### config.mk
export PLATFORM = sky130hd
export DESIGN_NAME = pli_link
export DESIGN_NICKNAME = d
export VERILOG_FILES = /design/src/pli_pkg.sv /design/src/pli_fifo.sv /design/src/pli_link.sv /design/src/pli_sync.sv
export VERILOG_INCLUDE_DIRS = /design/src
export SDC_FILE = /design/constraint.sdc
export NUM_CORES = 1
export LEC_CHECK = 0
export ABC_AREA = 1
export BUFFER_PORTS_ARGS = -buffer_cell sky130_fd_sc_hd__buf_2
export CORE_ASPECT_RATIO = 0.8
export CORE_UTILIZATION = 61
export CTS_CLUSTER_SIZE = 10
export DETAILED_ROUTE_END_ITERATION = 10
export PLACE_DENSITY = 0.89
export SLEW_MARGIN = 20
export SYNTH_ARGS = -nofsm -noshare
export SYNTH_HDL_FRONTEND = slang
export SYNTH_SLANG_ARGS = --single-unit
### constraint.sdc
create_clock -name mclk -period 3.1 [get_ports mclk]
set_input_delay 0.31 -clock mclk [delete_from_list [all_inputs] [get_ports mclk]]
set_output_delay 0.31 -clock mclk [all_outputs]
set_load 0.02 [all_outputs]
### src/pli_regs.svh
// Purpose: constants for the link side of the physical-layer interface
// Assumes: mclk at 50 MHz; phy clock sampled as an ordinary input
// Notes:   control lane codes follow the standard link/phy interface
`ifndef PLI_REGS_SVH
`define PLI_REGS_SVH

// control lane codes while the phy drives
`define PLI_CTL_IDLE      2'h0
`define PLI_CTL_STATUS    2'h1
`define PLI_CTL_RECEIVE   2'h2
`define PLI_CTL_GRANT     2'h3
// control lane codes while the link drives
`define PLI_CTL_HOLD      2'h1
`define PLI_CTL_TRANSMIT  2'h2
// request serial format: start bit, 3 type bits, 4 speed bits, stop bit
`define PLI_REQ_BITS      4'h9
`define PLI_REQ_TYPE_IMM  3'h0
// speed codes
`define PLI_SPD_100       2'h0
`define PLI_SPD_200       2'h1
`define PLI_SPD_400       2'h2
// cycle timer: 8 kHz from a 49.152 MHz phy clock
`define PLI_SCLK_PER_CYC  13'h1800
`define PLI_PULSE_SCLK    13'h0010
`endif

### src/pli_pkg.sv
// Purpose: shared types for the physical-layer link interface
// Assumes: included constants header
// Notes:   structs carry lane groups together
package pli_pkg;
    typedef enum logic [1:0] {PLI_S100, PLI_S200, PLI_S400, PLI_SRSV} pli_speed_e;

    typedef struct packed {
        logic [1:0] ctl;
        logic [7:0] data;
    } pli_lanes_s;

    typedef struct packed {
        logic [7:0] data;
        logic       last;
    } pli_word_s;
endpackage

### src/pli_fifo.sv
// Purpose: flip-flop fifo with valid/ready on both sides
// Assumes: single clock, synchronous active-high reset
// Notes:   depth must be a power of two
`timescale 1ns/100ps
module pli_fifo #(
    parameter int WIDTH = 9,
    parameter int DEPTH = 16
) (
    input  wire logic             mclk,
    input  wire logic             rst,
    input  wire logic             in_valid,
    output logic                  in_ready,
    input  wire logic [WIDTH-1:0] in_data,
    output logic                  out_valid,
    input  wire logic             out_ready,
    output logic      [WIDTH-1:0] out_data
);
    localparam int AW = $clog2(DEPTH);

    if (DEPTH < 2 || (1 << AW) != DEPTH || WIDTH < 1)
    begin : g_bad_size
        $error("pli_fifo: depth must be a power of two >= 2");
    end

    logic [WIDTH-1:0] mem_q [DEPTH];
    logic [AW:0]      wr_q;
    logic [AW:0]      rd_q;

    assign in_ready  = (wr_q - rd_q) != (AW+1)'(DEPTH);
    assign out_valid = wr_q != rd_q;
    assign out_data  = mem_q[rd_q[AW-1:0]];

    always_ff @(posedge mclk)
    begin
        if (in_valid && in_ready)
            mem_q[wr_q[AW-1:0]] <= in_data;
    end

    always_ff @(posedge mclk)
    begin
        if (rst)
            wr_q <= '0;
        else if (in_valid && in_ready)
            wr_q <= wr_q + 1'b1;
    end

    always_ff @(posedge mclk)
    begin
        if (rst)
            rd_q <= '0;
        else if (out_valid && out_ready)
            rd_q <= rd_q + 1'b1;
    end
endmodule // pli_fifo

### src/pli_link.sv
// Purpose: link end of the physical-layer interface: request, grant, lanes, cycle sync
// Assumes: phy clock is sampled by mclk (50 MHz) and its rising edges found
// Notes:   transmit data is buffered; at every speed the phy clock is near mclk, so
//          lane sampling is best effort and the sampled lanes lag the pins
// Function
// - control lanes stay released until the phy grants after our request
// - data lanes driven only while transmitting, else released
// - only lanes valid for the speed are used; upper lanes ignored
// - power status asserted while the link is powered, else deasserted
// - request line serially asks the phy for service such as bus access
// - the link drives an 8 kHz cycle sync output
`timescale 1ns/100ps
`include "pli_regs.svh"
module pli_link
    import pli_pkg::*;
#(
    parameter int FIFO_DEPTH = 16
) (
    input  wire logic            mclk,
    input  wire logic            rst,
    input  wire logic            phy_system_clock,
    input  wire logic [1:0]      phy_ctl_in,
    output logic      [1:0]      phy_ctl_out,
    output logic                 phy_ctl_oe_n,
    input  wire logic [7:0]      phy_data_in,
    output logic      [7:0]      phy_data_out,
    output logic                 phy_data_oe_n,
    output logic                 link_service_request,
    input  wire logic            wake_pulse_in,
    output logic                 link_power_status,
    input  wire logic            cycle_sync_input,
    output logic                 cycle_sync_output,
    input  wire logic            power_on,
    input  wire logic            ext_cycle_enable,
    output logic                 wake_request,
    input  wire pli_speed_e      tx_speed,
    input  wire logic            tx_valid,
    output logic                 tx_ready,
    input  wire pli_word_s       tx_word,
    output logic                 rx_valid,
    output pli_word_s            rx_word,
    output pli_speed_e           rx_speed,
    output logic                 busy
);
    import pli_pkg::*;

    typedef enum logic [2:0] {ST_IDLE, ST_REQ, ST_WAIT, ST_TX, ST_HOLD, ST_RX} pli_state_e;

    // bits carried per phy clock for a speed
    function automatic logic [3:0] pli_lanes(input pli_speed_e s);
        unique case (s)
            PLI_S100: pli_lanes = 4'h2;
            PLI_S200: pli_lanes = 4'h4;
            default:  pli_lanes = 4'h8;
        endcase
    endfunction

    // keep valid lanes only
    function automatic logic [7:0] pli_mask(input pli_speed_e s, input logic [7:0] d);
        unique case (s)
            PLI_S100: pli_mask = {6'h00, d[1:0]};
            PLI_S200: pli_mask = {4'h0, d[3:0]};
            default:  pli_mask = d;
        endcase
    endfunction

    // lane inputs pass two flops before use
    logic        sclk_s;
    logic        cyc_in_s;
    logic        wake_s;
    pli_lanes_s  lanes_s;

    pli_sync #(.WIDTH(13)) u_sync (
        .mclk     (mclk),
        .rst      (rst),
        .async_in ({phy_system_clock, cycle_sync_input, wake_pulse_in, phy_ctl_in, phy_data_in}),
        .sync_out ({sclk_s, cyc_in_s, wake_s, lanes_s})
    );

    logic sclk_prev_q;
    logic cyc_prev_q;
    logic wake_prev_q;
    logic sclk_rise;

    always_ff @(posedge mclk)
    begin
        if (rst)
        begin
            sclk_prev_q <= 1'b0;
            cyc_prev_q  <= 1'b0;
            wake_prev_q <= 1'b0;
        end
        else
        begin
            sclk_prev_q <= sclk_s;
            cyc_prev_q  <= cyc_in_s;
            wake_prev_q <= wake_s;
        end
    end

    assign sclk_rise = sclk_s && !sclk_prev_q;

    // transmit buffer
    logic       fifo_valid;
    logic       fifo_ready;
    pli_word_s  fifo_word;

    pli_fifo #(.WIDTH($bits(pli_word_s)), .DEPTH(FIFO_DEPTH)) u_fifo (
        .mclk      (mclk),
        .rst       (rst),
        .in_valid  (tx_valid),
        .in_ready  (tx_ready),
        .in_data   (tx_word),
        .out_valid (fifo_valid),
        .out_ready (fifo_ready),
        .out_data  (fifo_word)
    );

    pli_state_e state_q;
    logic [3:0] req_cnt_q;
    logic [8:0] req_sr_q;
    logic [7:0] shift_q;
    logic [3:0] bit_q;
    logic       last_q;
    logic [7:0] rx_sh_q;
    logic [3:0] rx_bit_q;
    pli_speed_e cur_spd_q;
    logic       word_end;
    logic       first_pop;

    assign word_end   = (bit_q + pli_lanes(cur_spd_q)) >= 4'h8;
    assign fifo_ready = first_pop || (sclk_rise && state_q == ST_TX && word_end && !last_q
                        && fifo_valid);

    // request fires only with a word waiting in the fifo and power status up
    always_ff @(posedge mclk)
    begin
        if (rst)
            state_q <= ST_IDLE;
        else if (sclk_rise)
        begin
            unique case (state_q)
                ST_IDLE:
                    if (lanes_s.ctl == `PLI_CTL_RECEIVE)
                        state_q <= ST_RX;
                    else if (fifo_valid && link_power_status)
                        state_q <= ST_REQ;
                ST_REQ:
                    if (req_cnt_q == `PLI_REQ_BITS)
                        state_q <= ST_WAIT;
                ST_WAIT:
                    if (lanes_s.ctl == `PLI_CTL_GRANT)
                        state_q <= ST_TX;
                    else if (lanes_s.ctl == `PLI_CTL_RECEIVE)
                        state_q <= ST_RX;
                ST_TX:
                    if (word_end && last_q)
                        state_q <= ST_HOLD;
                    else if (word_end && !fifo_valid)
                        state_q <= ST_HOLD;
                // one phy clock of idle code on the lanes before they are released
                ST_HOLD:
                    if (phy_ctl_out == `PLI_CTL_IDLE)
                        state_q <= ST_IDLE;
                ST_RX:
                    if (lanes_s.ctl == `PLI_CTL_IDLE)
                        state_q <= ST_IDLE;
                default:
                    state_q <= ST_IDLE;
            endcase
        end
    end

    // serial request: start, immediate type, speed, stop
    always_ff @(posedge mclk)
    begin
        if (rst)
        begin
            req_cnt_q <= 4'h0;
            req_sr_q  <= '0;
        end
        else if (sclk_rise)
        begin
            if (state_q == ST_IDLE)
            begin
                req_cnt_q <= 4'h0;
                req_sr_q  <= {1'b1, `PLI_REQ_TYPE_IMM, 2'h0, tx_speed, 1'b0};
            end
            else if (state_q == ST_REQ)
            begin
                req_cnt_q <= req_cnt_q + 4'h1;
                req_sr_q  <= {req_sr_q[7:0], 1'b0};
            end
        end
    end

    assign link_service_request = (state_q == ST_REQ) && req_sr_q[8];

    // transmit shifter, least significant lanes carry data
    always_ff @(posedge mclk)
    begin
        if (rst)
        begin
            shift_q   <= 8'h00;
            bit_q     <= 4'h0;
            last_q    <= 1'b0;
            cur_spd_q <= PLI_S100;
        end
        else if (sclk_rise)
        begin
            if (state_q == ST_WAIT)
            begin
                shift_q   <= fifo_word.data;
                last_q    <= fifo_word.last;
                bit_q     <= 4'h0;
                cur_spd_q <= tx_speed;
            end
            else if (state_q == ST_TX)
            begin
                if (word_end)
                begin
                    shift_q <= fifo_word.data;
                    last_q  <= fifo_word.last;
                    bit_q   <= 4'h0;
                end
                else
                begin
                    shift_q <= shift_q >> pli_lanes(cur_spd_q);
                    bit_q   <= bit_q + pli_lanes(cur_spd_q);
                end
            end
        end
    end

    // first word leaves the fifo on the grant edge, when the shifter loads it
    assign first_pop = sclk_rise && state_q == ST_WAIT && lanes_s.ctl == `PLI_CTL_GRANT
                       && fifo_valid;

    always_ff @(posedge mclk)
    begin
        if (rst)
        begin
            phy_ctl_out   <= 2'h0;
            phy_ctl_oe_n  <= 1'b1;
            phy_data_out  <= 8'h00;
            phy_data_oe_n <= 1'b1;
        end
        else if (sclk_rise)
        begin
            phy_ctl_oe_n  <= !(state_q == ST_TX
                               || (state_q == ST_HOLD && phy_ctl_out != `PLI_CTL_IDLE));
            phy_data_oe_n <= !(state_q == ST_TX);
            phy_ctl_out   <= (state_q == ST_TX) ? `PLI_CTL_TRANSMIT : `PLI_CTL_IDLE;
            phy_data_out  <= pli_mask(cur_spd_q, shift_q);
        end
    end

    // receive: gather valid lanes into bytes
    always_ff @(posedge mclk)
    begin
        if (rst)
        begin
            rx_sh_q  <= 8'h00;
            rx_bit_q <= 4'h0;
            rx_valid <= 1'b0;
            rx_word  <= '0;
            rx_speed <= PLI_S100;
        end
        else
        begin
            rx_valid <= 1'b0;
            if (sclk_rise && state_q == ST_RX)
            begin
                if (lanes_s.ctl == `PLI_CTL_RECEIVE)
                begin
                    rx_sh_q  <= rx_sh_q | (pli_mask(rx_speed, lanes_s.data) << rx_bit_q);
                    rx_bit_q <= rx_bit_q + pli_lanes(rx_speed);
                    if ((rx_bit_q + pli_lanes(rx_speed)) >= 4'h8)
                    begin
                        rx_valid      <= 1'b1;
                        rx_word.data  <= rx_sh_q | (pli_mask(rx_speed, lanes_s.data) << rx_bit_q);
                        rx_word.last  <= 1'b0;
                        rx_sh_q       <= 8'h00;
                        rx_bit_q      <= 4'h0;
                    end
                end
                else
                begin
                    rx_valid     <= rx_bit_q != 4'h0;
                    rx_word.data <= rx_sh_q;
                    rx_word.last <= 1'b1;
                    rx_sh_q      <= 8'h00;
                    rx_bit_q     <= 4'h0;
                end
            end
            // speed code rides the data lanes on the cycle that opens a receive
            else if (sclk_rise && state_q == ST_IDLE && lanes_s.ctl == `PLI_CTL_RECEIVE)
                rx_speed <= pli_speed_e'(lanes_s.data[1:0]);
        end
    end

    // wake pulse request stays until power is up; set beats clear
    always_ff @(posedge mclk)
    begin
        if (rst)
            wake_request <= 1'b0;
        else if (wake_s && !wake_prev_q)
            wake_request <= 1'b1;
        else if (link_power_status)
            wake_request <= 1'b0;
    end

    always_ff @(posedge mclk)
    begin
        if (rst)
            link_power_status <= 1'b0;
        else
            link_power_status <= power_on;
    end

    // cycle timer counts phy clocks, or follows the external 8 kHz edge
    logic [12:0] cyc_cnt_q;
    logic        cyc_wrap;
    assign cyc_wrap = ext_cycle_enable ? (cyc_in_s && !cyc_prev_q)
                                       : (sclk_rise && cyc_cnt_q == `PLI_SCLK_PER_CYC - 13'h1);

    always_ff @(posedge mclk)
    begin
        if (rst)
            cyc_cnt_q <= 13'h0000;
        else if (cyc_wrap)
            cyc_cnt_q <= 13'h0000;
        else if (sclk_rise && cyc_cnt_q != `PLI_SCLK_PER_CYC - 13'h1)
            cyc_cnt_q <= cyc_cnt_q + 13'h1;
    end

    always_ff @(posedge mclk)
    begin
        if (rst)
            cycle_sync_output <= 1'b0;
        else
            cycle_sync_output <= cyc_cnt_q < `PLI_PULSE_SCLK;
    end

    assign busy = (state_q != ST_IDLE) || first_pop;
endmodule // pli_link

### src/pli_sync.sv
// Purpose: two-flop synchroniser for a bus of pin levels
// Assumes: inputs asynchronous to mclk
// Notes:   first stage feeds only the second
`timescale 1ns/100ps
module pli_sync #(
    parameter int WIDTH = 1
) (
    input  wire logic             mclk,
    input  wire logic             rst,
    input  wire logic [WIDTH-1:0] async_in,
    output logic      [WIDTH-1:0] sync_out
);
    logic [WIDTH-1:0] meta_q;

    always_ff @(posedge mclk)
    begin
        if (rst)
        begin
            meta_q   <= '0;
            sync_out <= '0;
        end
        else
        begin
            meta_q   <= async_in;
            sync_out <= meta_q;
        end
    end
endmodule // pli_sync
-- Word level (Yosys, flattened, before mapping)
Memories as Yosys holds them, arrays and structs flattened. A register that Yosys moved wholly into a read port is not among the register bits.
Index checks and enable logic that the tools add are counted.
- add/subtract/negate cells: 8
- $lt $le $gt $ge: 3
- eq/ne operators: 21
- shift-type cells: 3
- muxes and demuxes: 58
- bitwise operators: 3
- reduce and logical (&&, ||, !) cells: 53
- operators with widths (operator ; number):
    2-to-1 mux 8 bit ; 12
    2-to-1 mux 4 bit ; 17
    2-to-1 mux 9 bit ; 4
    case mux 8 bit (2 select lines) ; 2
    2-to-1 mux 3 bit ; 9
    logical AND 1 bit ; 22
    case mux 3 bit (6 select lines) ; 1
    bitwise OR 8 bit ; 2
    case mux 4 bit (2 select lines) ; 2
    << shifter 8 x 4 -> 8 bit ; 2
    adder 13 x 1 -> 13 bit (second input constant) ; 1
    equality test 13 bit (second input constant) ; 1
    less-than comparator 13 x 5 -> 1 bit (second input constant) ; 1
    != test 13 bit (second input constant) ; 1
    adder 4 bit ; 3
    adder 5 x 1 -> 5 bit (second input constant) ; 2
    2-to-1 mux 1 bit ; 10
    AND reduction 2 bit ; 5
    nonzero test 2 bit ; 5
    greater-or-equal comparator 4 bit (second input constant) ; 2
    zero test 2 bit ; 4
    right shift 8 x 4 -> 8 bit ; 1
    zero test 1 bit ; 7
    AND reduction 7 bit ; 1
    23 further kinds ; 32
- flip-flop bits (word level): 122
- bits in writable memories: 144
- input bits: 29
- output and inout port bits: 30
- logic and storage cells: 178
- memories: 1
- memory list (name ; words ; width ; read ports ; clocked after Yosys merged registers in ; wr ports ; RTL line ; source):
    u_fifo.mem_q ; 16 ; 9 ; 1 ; 1 ; 1 ; pli_fifo.sv:25 ; logic [WIDTH-1:0] mem_q [DEPTH];

-- Logic depth before layout (Yosys ltp)
Gate-level depths: netlist (run 1).
- depth in word-level cells: 15
- gate-level depth with buffers: 16
- gate-level depth less buffers: 15

-- Hierarchy
From an unflattened synthesis (run 1), not the netlist that was laid out.
- cells, all modules: 1189
- area, all modules: 11297.1 um^2
- by module, submodules not included (module ; instances ; cells each ; area each (um^2) ; seq. area each (um^2)):
    pli_fifo ; 1 ; 521 ; 6459.9 ; 4604.4
    pli_link ; 1 ; 587 ; 4085.2 ; 1641.6
    pli_sync ; 1 ; 81 ; 752.0 ; 520.5

-- Worst setup path before layout (run 1)
No wires, ideal clock.
- kind: flip-flop to flip-flop
- start point: reg u_fifo.rd_q[2]
- end point: mem u_fifo.mem_q[7][0], enable pin
- setup time: 0.387 ns
- arrival: 2.177 ns
- required time: 2.713 ns
- slack: 0.536 ns
- stages on the path, launching flop included: 13
- buffers on the path: 1
- clock period less this slack: 2.564 ns
- cells stage by stage: dfxtp_1 > inv_1 > ha_1 > nand2_1 > nand2_1 > nor2_1 > nand2_1 > nand2_1 > inv_1 > nand3_2 > nand2_2 > buf_4 > nor3_1
- cells in the longest elaborated chain, start to end: 5
- RTL lines (element ; RTL line ; source):
    start, declared ; pli_fifo.sv:27 ; logic [AW:0] rd_q;
    start signal, assigned ; pli_fifo.sv:52 ; rd_q <= rd_q + 1'b1;
    subtractor 5 bit ; pli_fifo.sv:29 ; assign in_ready = (wr_q - rd_q) != (AW+1)'(DEPTH);
    != test 5 bit ; pli_fifo.sv:29 ;
    net tx_ready ; pli_link.sv:38 ; output logic tx_ready,
    logical AND 1 bit ; pli_fifo.sv:35 ; if (in_valid && in_ready)
    2-to-1 mux 1 bit ; pli_fifo.sv:35 ;
    2-to-1 mux 1 bit (implied by the code) ; pli_fifo.sv:36 ; mem_q[wr_q[AW-1:0]] <= in_data;
    end, declared ; pli_fifo.sv:25 ;
The timed path passes the listed nets, and every way through them passes these cells.

-- Worst setup path in the final report (run 1)
- start point: reg u_fifo.wr_q[2]
- end point: mem u_fifo.mem_q[0][5], enable pin
- cells in the longest elaborated chain, start to end: 5
- RTL lines (element ; RTL line ; source):
    start, declared ; pli_fifo.sv:26 ; logic [AW:0] wr_q;
    start signal, assigned ; pli_fifo.sv:44 ; wr_q <= wr_q + 1'b1;
    subtractor 5 bit ; pli_fifo.sv:29 ;
    != test 5 bit ; pli_fifo.sv:29 ;
    logical AND 1 bit ; pli_fifo.sv:35 ;
    2-to-1 mux 1 bit ; pli_fifo.sv:35 ;
    2-to-1 mux 1 bit (implied by the code) ; pli_fifo.sv:36 ;
Parallel ways exist; a longest one is shown, timed or not.

==> results of run 1 <==
==> final cells by class <==
type                       instances  share of cell area (%)
clock inverter                     2                   0.164
sequential                       266                    52.3
tap                              253                    2.45
timing repair buffer              91                    4.43
multi-input combinational        806                    29.7
clock buffer                      46                    6.26
inverter                         161                    4.69
==> cell usage after synthesis (all sizes together) (5+ instances only) <==
| master | instances | area share [%] |
|---|---|---|
| a211oi | 5 | 0.41 |
| a21oi | 62 | 2.7 |
| buf | 35 | 1.9 |
| clkbuf | 16 | 0.52 |
| dfxtp | 122 | 21 |
| edfxtp | 144 | 38 |
| ha | 15 | 1.6 |
| inv | 158 | 5.2 |
| nand2 | 295 | 10 |
| nand3 | 118 | 5.3 |
| nand4 | 9 | 0.49 |
| nor2 | 173 | 6.0 |
| nor3 | 16 | 0.74 |
| o211ai | 10 | 0.65 |
| o21ai | 68 | 3.0 |
| xnor2 | 7 | 0.53 |
| xor2 | 10 | 0.76 |
==> worst max-delay path, stage by stage, from the launching register on <==
cell and delay (ps):
dfxtp_1 480, ha_1 360, nand2_1 110, nand2_1 60, nor2_1 180, nand2_1 100
nand2_1 60, inv_1 40, nand3_2 120, nand2_2 80, inv_1 110, nand2_1 150
nor2_1 560
==> where the power goes <==
group	switching, uW	internal [uW]
clock network	1290	1770
logic	242	98.7
registers	27.5	3780
==> worst paths after layout <==
| check | startpoint | to | slack (ps) | depth (start not counted) |
|---|---|---|---|---|
| max | u_fifo.wr_q[2] | u_fifo.mem_q[0][5] | 320 | 12 |
| min | phy_system_clock | u_sync.meta_q[12] | 10 | 3 |
| max reg2reg | u_fifo.wr_q[2] | u_fifo.mem_q[0][5] | 320 | 12 |
| min reg2reg | u_sync.meta_q[1] | u_sync.sync_out[1] | 400 | 2 |
==> registers in the layout, indices dropped and copies added (netlist names), 2 cells and up, named ones only <==
signal / count
u_fifo.mem_q: 144
cyc_cnt_q: 13
u_sync.meta_q: 13
u_sync.sync_out: 13
rx_word: 9
phy_data_out: 8
req_sr_q: 8
rx_sh_q: 8
shift_q: 8
u_fifo.rd_q: 5
u_fifo.wr_q: 5
req_cnt_q: 4
bit_q: 3
rx_bit_q: 3
state_q: 3
cur_spd_q: 2
rx_speed: 2
==> stage by stage <==
| stage | power [uW] | hold slack [ps] |
|---|---|---|
| global placement | 4170 | 389 |
| detailed placement | 4190 | 394 |
| CTS | 7220 | 0.819 |
| floorplan | 4060 | 388 |
| finish | 7210 | 12.5 |
| global route | 7390 | 0.522 |
==> logic make-up after synthesis <==
kind of cell | after synthesis
AO/OA/AOI/OAI | 156
XOR/XNOR | 17
adder cells (fa/ha/maj) | 16
other | 1
flip-flops | 266
buffers and inverters | 212
AND/OR/NAND/NOR | 616
==> per-layer routing <==
metal / vias to the layer above / wire (um) / global-route usage, % / share of wire, %
met4: 0 / 901 / 10.4 / 3.4
met3: 85 / 2310 / 4.11 / 8.6
li1: 4330 / - / - / -
met2: 517 / 12600 / 45.2 / 47
met1: 4300 / 11000 / 38.1 / 41
met5: - / 0 / 0 / 0
==> summary.txt, run 1 <==
Clocking
  • TritonCTS Buffers: 30
  • H-Tree Depth: 1
  • Clock Latency Late Sink: 560 ps
  • Clock sink count: 266
  • Clk root buf: clkbuf_16
  • Hold_buf cts: 13
  • CTS tree: yes
  • Max Root-Sink Buffers: 3
  • Post-CTS setup buffers: 0
  • Post_cts resized: 0
  • Clk slew on worst S/H paths: 50 ps

Place
  • Final HPWL DP: 17000 um
  • Placed Cells: 1564
  • Final GP Congestion: 0.930
  • Post-Place Setup Slack: 403 ps
  • Port-buffer cells: 57
  • Placed Area: 12000 um^2

STA
  • Worst slew pin tran: 823 ps
  • Final setup viols: 0
  • Final worst-path cycle share: 89.8%
  • Clock Skews: 21.4 ps
  • RSZ-0062 raised after global routing: false
  • Worst rel slew slack: 44.8%
  • Setup ws final: 315 ps
  • Minimum clock period: 2780 ps
  • Setup_tns: 0 ps
  • Fmax: 359 MHz
  • Final Hold Violating Endpoints: 0
  • Slew Limit Fails: 0

Yosys
  • Number of synthesized flops with an enable pin: 144
  • Synth Area in Adders: 1.81%
  • Post-synthesis cell area: 11500 um^2
  • Sequential share of the synthesized area: 58.9%
  • Post-Synthesis Cells: 1284
  • Mux share of post-synthesis cell area: 0%
  • #FFs+latches synth: 266
  • Main flop type after synthesis: edfxtp_1
  • Post-synth ARST share: 0%
  • Main combinational cell family by area after synthesis: simple AND/OR/NAND/NOR gates
  • Syn_nets: 1329
  • Synth Area in XOR/XNOR: 1.30%
  • Simple logic cell fraction of the synthesized area: 22.9%
  • Number of library cell types mapped by synthesis: 42
  • Complex-gate fraction of the synthesized area: 7.42%
  • Syn avg cell area: 8.95 um^2
  • Synth warn: 0

Detailed routing
  • DR iter-0 viols: 1218
  • Drc violations: 0
  • Mean number of vias per cell: 5.68
  • DR WL/cell: 16.5 um
  • Post-DRT Antenna Nets: 0
  • Via count: 9232
  • Total wire length: 26900 um
  • DR pass1 iterations: 6

Finish
  • Final instance area: 12900 um^2
  • Antenna diodes: 0
  • # fillers: 1308
  • Register area: 6770 um^2
  • Final core occ: 70.8%
  • Leading cell type in the layout, fill and taps excluded: nand2_1
  • Footprint of the multi-input gates: 3850 um^2
  • Share of layout cells above drive strength 1: 12.0%
  • Synth-to-Final Area Change: 12.6%
  • Most frequent cells in the layout: nand2_1, nor2_1, edfxtp_1, inv_1, dfxtp_1
  • Post-Layout Cell Count: 1625
  • Layout Nets: 1401

Die
  • Die X: 155 um
  • Die area: 19400 um^2
  • Die H: 125 um
  • I/O pin total: 59
  • Core box area: 18300 um^2
  • Num rows: 44
  • Initial Utilization: 62.9%

Flow run
  • Max Cap Viol: 0

Setup path
  • Crit end category: register
  • Startpoint Class: register
  • Crit path max fanout: 9
  • Worst path required time: 3290 ps
  • CP arrival: 2970 ps
  • Crit path kind: reg -> reg

Global route
  • Initial antenna violation count: 0
  • Pin count of the biggest net entering global routing: 79
  • Global-route wire length before repair: 42700 um
  • Vias in the first global route: 8630
  • Tot GR Track Use: 27.9%
  • Total gr overflow: 0

Power and ir drop
  • Peak VDD IR: 0.000519 V
  • Pwr/cell area: 557 nW/um^2
  • Leak pwr: 0.00517 uW

Min path
  • Hold crit path type: in -> reg

Status
  • Outcome: complete, no violations
Note: power is estimated with default switching activity, not from simulation.
==> inputs of run 2 (changes only) <==
==> constraint.sdc (replaced) <==
create_clock -name mclk -period 2.75 [get_ports mclk]
set_input_delay 0.275 -clock mclk [delete_from_list [all_inputs] [get_ports mclk]]
set_output_delay 0.275 -clock mclk [all_outputs]
set_load 0.02 [all_outputs]
==> summary.txt, run 2 (synthesis results as in run 1) <==
Status
  • Outcome: complete, no violations

Power and ir drop
  • Peak VDD IR: 0.000558 V (+7.4%)
  • Leak pwr: 0.00523 uW (+1.0%)
  • Clock group share of total power: 43.2% (+0.7 points)
  • Pwr/cell area: 631 nW/um^2 (+13%)
  • Comb power frac: 4.7% (about the same)
  • Reg power frac: 52.1% (-0.7 points)
  • Int Pwr: 6440 uW (+14%)
  • Net Sw Frac: 21.7% (+0.058 points)
  • NetSw: 1790 uW (+14%)
  • Total Power: 8230 uW (+14%)

Finish
  • Post-Layout Cell Count: 1634 (+0.55%)
  • # fillers: 1240 (-5.2%)
  • Max reg flops: 144 (unchanged)
  • Layout Nets: 1409 (+0.57%)
  • Leading cell type in the layout, fill and taps excluded: nand2_1
  • Antenna diodes: 0 (unchanged)
  • Synth-to-Final Area Change: 13.5%
  • Most frequent cells in the layout: nand2_1, nor2_1, edfxtp_1, inv_1, dfxtp_1
  • Share of layout cells above drive strength 1: 12.3% (+0.36 points)

Place
  • Final GP Congestion: 0.888 (-4.6%)
  • Final HPWL DP: 16900 um (-0.30%)
  • Placed Cells: 1570 (+0.38%)
  • Port-buffer cells: 57 (unchanged)

Die
  • I/O pin total: 59 (unchanged)
  • Core box area: 18300 um^2 (unchanged)
  • Initial Utilization: 62.9% (unchanged)
  • Die X: 155 um (unchanged)
  • Num rows: 44 (unchanged)
  • Die H: 125 um (unchanged)
  • Die area: 19400 um^2 (unchanged)

Global route
  • Global-route wire length before repair: 43300 um (+1.4%)
  • Vias in the first global route: 8672 (+0.49%)
  • Total gr overflow: 0 (unchanged)
  • Initial antenna violation count: 0 (unchanged)
  • Pin count of the biggest net entering global routing: 79 (unchanged)
  • Tot GR Track Use: 28.3% (+0.38 points)

Clocking
  • H-Tree Depth: 1 (unchanged)
  • Clk slew on worst S/H paths: 60 ps (about the same)
  • Clock sink count: 266 (unchanged)
  • Clk root buf: clkbuf_16
  • Post_cts resized: 0 (unchanged)
  • TritonCTS Buffers: 30 (unchanged)
  • Hold_buf cts: 15 (+2)
  • CTS tree: yes
  • Post-CTS setup buffers: 0 (unchanged)
  • Clock Latency Late Sink: 570 ps (about the same)
  • Max Root-Sink Buffers: 3 (unchanged)

Detailed routing
  • DR iter-0 viols: 1315 (+8.0%)
  • DR WL/cell: 16.5 um (about the same)
  • Drc violations: 0 (unchanged)
  • Mean number of vias per cell: 5.68 (about the same)
  • DR pass1 iterations: 9 (+3)
  • Total wire length: 27000 um (+0.56%)
  • Via count: 9281 (+0.53%)
  • Post-DRT Antenna Nets: 0 (unchanged)

Setup path
  • Worst path buffer plus inverter count: 1 (-1)
  • Crit end category: output port
  • CP max-delay cell: dfxtp_1
  • Crit path kind: reg -> out
  • Worst path required time: 2480 ps (-810 ps)
  • CP max stage delay: 480 ps (-80 ps)
  • Crit path max fanout: 8 (-1)
  • Startpoint Class: register
  • CP dominant cell by count: nor2_1
  • Delay-heaviest family, CP: simple AND/OR/NAND/NOR gates
  • CP arrival: 2160 ps (-810 ps)
  • Critical path cell sequence: ha_1 > nand2_1 > nand2_1 > nor2_1 > nor2_1 > nor2_1 > nand3_2 > buf_2

STA
  • Worst rel slew slack: 46.8% (+2.0 points)
  • Final setup viols: 0 (unchanged)
  • Slew Limit Fails: 0 (unchanged)
  • Setup_tns: 0 ps (unchanged)
  • Fmax: 411 MHz
  • Worst slew pin tran: 798 ps (-25.0 ps)
  • RSZ-0062 raised after global routing: false
  • Minimum clock period: 2440 ps
  • Final Hold Violating Endpoints: 0 (unchanged)
  • WHS: 12.4 ps (-0.0855 ps)
  • Clock Skews: 27.7 ps (+6.31 ps)
  • Final worst-path cycle share: 88.6%

Min path
  • Hold crit path type: in -> reg

Flow run
  • Max Cap Viol: 0 (unchanged)
## run 2: path summary, 6_finish.rpt
| kind | start | to | slack, ps | cells after the start |
|---|---|---|---|---|
| max | u_fifo.wr_q[2] | tx_ready | 310 | 8 |
| min reg2reg | u_sync.meta_q[0] | u_sync.sync_out[0] | 400 | 2 |
| min | tx_valid | u_fifo.wr_q[3] | 10 | 3 |
| max reg2reg | u_fifo.wr_q[2] | u_fifo.mem_q[4][5] | 350 | 13 |
## run 2: power groups by stage
stage / clock network [uW] / registers, uW / logic [uW]
floorplan: 0 / 4370 / 205
global placement: 0 / 4370 / 344
detailed placement: 0 / 4370 / 359
CTS: 3570 / 4290 / 380
global route: 3730 / 4290 / 423
finish: 3560 / 4290 / 388
## run 2: stage by stage
stage,instance area (um^2),worst slack (ps),util [%]
after floorplan,11500,186,-
after global placement,12000,538,65.8
after detailed placement,12000,478,65.8
after CTS,13000,338,71.4
after global routing,13000,202,71.4
final,13000,314,71.4
## run 2: layout make-up
class / count / area (um^2) / share of cell area [%]
Sequential cell: 266 / 6770 / 51.9
Timing Repair Buffer: 99 / 638 / 4.89
Clock buffer: 48 / 840 / 6.44
Inverter: 161 / 607 / 4.65
Clock inverter: 1 / 30.0 / 0.230
Tap cell: 253 / 317 / 2.43
Multi-Input combinational cell: 806 / 3850 / 29.5
## run 2: routing by layer
layer	GRT usage [%]	vias up	share of wire [%]
li1	-	4336	-
met1	38.0	4276	40
met2	46.0	583	47
met3	5.60	86	10
met4	9.40	0	3.1
met5	0	-	0
## run 2: worst min-delay path: stages
cell	delay (ps)
buf_2	120
nand3_1	80
a21oi_1	60
==> inputs of run 3 (changes only) <==
--- a/config.mk
+++ b/config.mk
@@ -8,6 +8,7 @@
 export LEC_CHECK = 0
 export ABC_AREA = 1
 export BUFFER_PORTS_ARGS = -buffer_cell sky130_fd_sc_hd__buf_2
+export CAP_MARGIN = 0
 export CORE_ASPECT_RATIO = 0.8
 export CORE_UTILIZATION = 61
 export CTS_CLUSTER_SIZE = 10
==> constraint.sdc (replaced) <==
create_clock -name mclk -period 2.5 [get_ports mclk]
set_input_delay 0.25 -clock mclk [delete_from_list [all_inputs] [get_ports mclk]]
set_output_delay 0.25 -clock mclk [all_outputs]
set_load 0.02 [all_outputs]
==> summary.txt, run 3 (synthesis results as in run 1) <==
Place
  • Final HPWL DP: 16500 um (-2.6%)
  • Placed Cells: 1571 (+0.064%)
  • Port-buffer cells: 57 (unchanged)
  • Final GP Congestion: 0.934 (+5.2%)

Finish
  • Leading cell type in the layout, fill and taps excluded: nand2_1
  • Post-Layout Cell Count: 1635 (+0.061%)
  • Share of layout cells above drive strength 1: 12.8% (+0.50 points)
  • Max reg flops: 144 (unchanged)
  • Most frequent cells in the layout: nand2_1, nor2_1, edfxtp_1, inv_1, dfxtp_1
  • Synth-to-Final Area Change: 13.5% (about the same)
  • Final core occ: 71.4% (about the same)
  • Antenna diodes: 0 (unchanged)
  • Layout Nets: 1410 (+0.071%)

Setup path
  • Crit path max fanout: 5 (-3)
  • Critical path cell sequence: inv_1 > ha_1 > nand2_1 > nand2_1 > nor2_1 > nor2_1 > nor2_1 > nand3_2 > buf_2
  • CP max stage delay: 370 ps (-110 ps)
  • CP dominant cell by count: nor2_1
  • Crit end category: output port
  • Critical R2R Capture: u_fifo.mem_q[13][2]
  • CP max-delay cell: dfxtp_2
  • Worst path buffer plus inverter count: 2 (+1)
  • Delay-heaviest family, CP: simple AND/OR/NAND/NOR gates
  • Crit path kind: reg -> out
  • Worst R2R Path Depth: 14 (+1)
  • CP arrival: 2110 ps (-50 ps)
  • Reg2reg start: u_fifo.rd_q[2]
  • R2R setup slack: 190 ps (-160 ps)
  • Worst path required time: 2250 ps (-230 ps)
  • Startpoint Class: register

Die
  • Initial Utilization: 62.9% (unchanged)
  • Num rows: 44 (unchanged)
  • I/O pin total: 59 (unchanged)
  • Die area: 19400 um^2 (unchanged)
  • Die X: 155 um (unchanged)
  • Die H: 125 um (unchanged)
  • Core box area: 18300 um^2 (unchanged)

Clocking
  • Clock sink count: 266 (unchanged)
  • TritonCTS Buffers: 30 (unchanged)
  • Max Root-Sink Buffers: 3 (unchanged)
  • Clock Latency Late Sink: 550 ps (-20 ps)
  • H-Tree Depth: 1 (unchanged)
  • Clk root buf: clkbuf_16
  • Clk slew on worst S/H paths: 60 ps (about the same)
  • CTS tree: yes

Min path
  • Hold endpoint: u_fifo.wr_q[2]
  • Hold crit path type: in -> reg
  • Hold Path Depth: 3 (unchanged)
  • Hold path start: tx_valid

Detailed routing
  • Total wire length: 26600 um (-1.7%)
  • DR pass1 iterations: 8 (-1)
  • Drc violations: 0 (unchanged)
  • DR WL/cell: 16.2 um (-1.8%)
  • DR iter-0 viols: 1223 (-7.0%)
  • Post-DRT Antenna Nets: 0 (unchanged)
  • Via count: 9232 (-0.53%)
  • Mean number of vias per cell: 5.65 (-0.59%)

Power and ir drop
  • Peak VDD IR: 0.000620 V (+11%)
  • Leak pwr: 0.00523 uW (about the same)
  • Pwr/cell area: 687 nW/um^2 (+8.8%)

Global route
  • Tot GR Track Use: 28.0% (-0.28 points)
  • Global-route wire length before repair: 42800 um (-1.0%)
  • Total gr overflow: 0 (unchanged)
  • Initial antenna violation count: 0 (unchanged)
  • GR peak layer: met2
  • M3 GR Usage: 5.53% (-0.070 points)
  • Met2 Use GR: 46.0% (+0.053 points)
  • GRT met1 Usage: 36.7% (-1.4 points)
  • Vias in the first global route: 8659 (-0.15%)
  • Pin count of the biggest net entering global routing: 79 (unchanged)

STA
  • Final worst-path cycle share: 94.6%
  • Fmax: 423 MHz
  • Worst slew pin tran: 807 ps (+8.95 ps)
  • RSZ-0062 raised after global routing: false
  • Minimum clock period: 2360 ps
  • Setup_tns: 0 ps (unchanged)
  • Clock Skews: 28.3 ps (+0.556 ps)
  • Slew Limit Fails: 0 (unchanged)
  • Worst rel slew slack: 46.2% (-0.60 points)
  • Final setup viols: 0 (unchanged)
  • Final Hold Violating Endpoints: 0 (unchanged)

Flow run
  • Max Cap Viol: 0 (unchanged)

Status
  • Outcome: complete, no violations
[run 3: stage by stage]
stage               power [uW]  cell area [um^2]  hold WS, ps  setup slack, ps
finish                    8960             13000         15.0              135
global route              9200             13000         24.6             23.5
detailed placement        5200             12000          392              161
CTS                       8950             13000         18.8             89.8
global placement          5180             12000          390              273
floorplan                 5030             11500          349            -64.0
[run 3: worst max-delay path by stage]
stage / startpoint / end / slack, ps / depth (start not counted)
floorplan: u_fifo.rd_q[2] / u_fifo.mem_q[7][0] / -60 / 12
global placement: u_fifo.wr_q[2] / u_fifo.mem_q[5][2] / 270 / 13
detailed placement: u_fifo.wr_q[2] / u_fifo.mem_q[6][1] / 160 / 13
CTS: u_fifo.wr_q[2] / tx_ready / 90 / 8
global route: u_fifo.rd_q[2] / u_fifo.mem_q[0][6] / 20 / 14
finish: u_fifo.rd_q[2] / tx_ready / 140 / 9
[run 3: report_power, final]
group | internal (uW) | switching [uW] | total [uW]
clock network | 2200 | 1610 | 3820
registers | 4680 | 33.5 | 4720
logic | 130 | 297 | 427
[run 3: final cells by class]
type,count,area (um^2)
sequential,266,6770
fill,1248,5230
multi-input combinational,806,3860
clock buffer,47,815
timing repair buffer,100,662
inverter,161,607
tap,253,317
clock inverter,2,21.3
[run 3: repair_timing]
action | CTS | global route
hold buffers | 15 | 0
endpoints found under the setup margin | 0 | 96
endpoints found under the hold margin | 16 | 0
resized for setup | 0 | 7
setup buffers | 0 | 0
[run 3: metal layers]
layer,wire length (um),share of wire (%)
met5,0,0
met3,2930,11
met4,898,3.4
met1,10200,38
met2,12500,47
[run 3: tightest hold or removal path: stages]
cell,delay (ps)
buf_2,130
nand3_1,80
a21oi_1,60
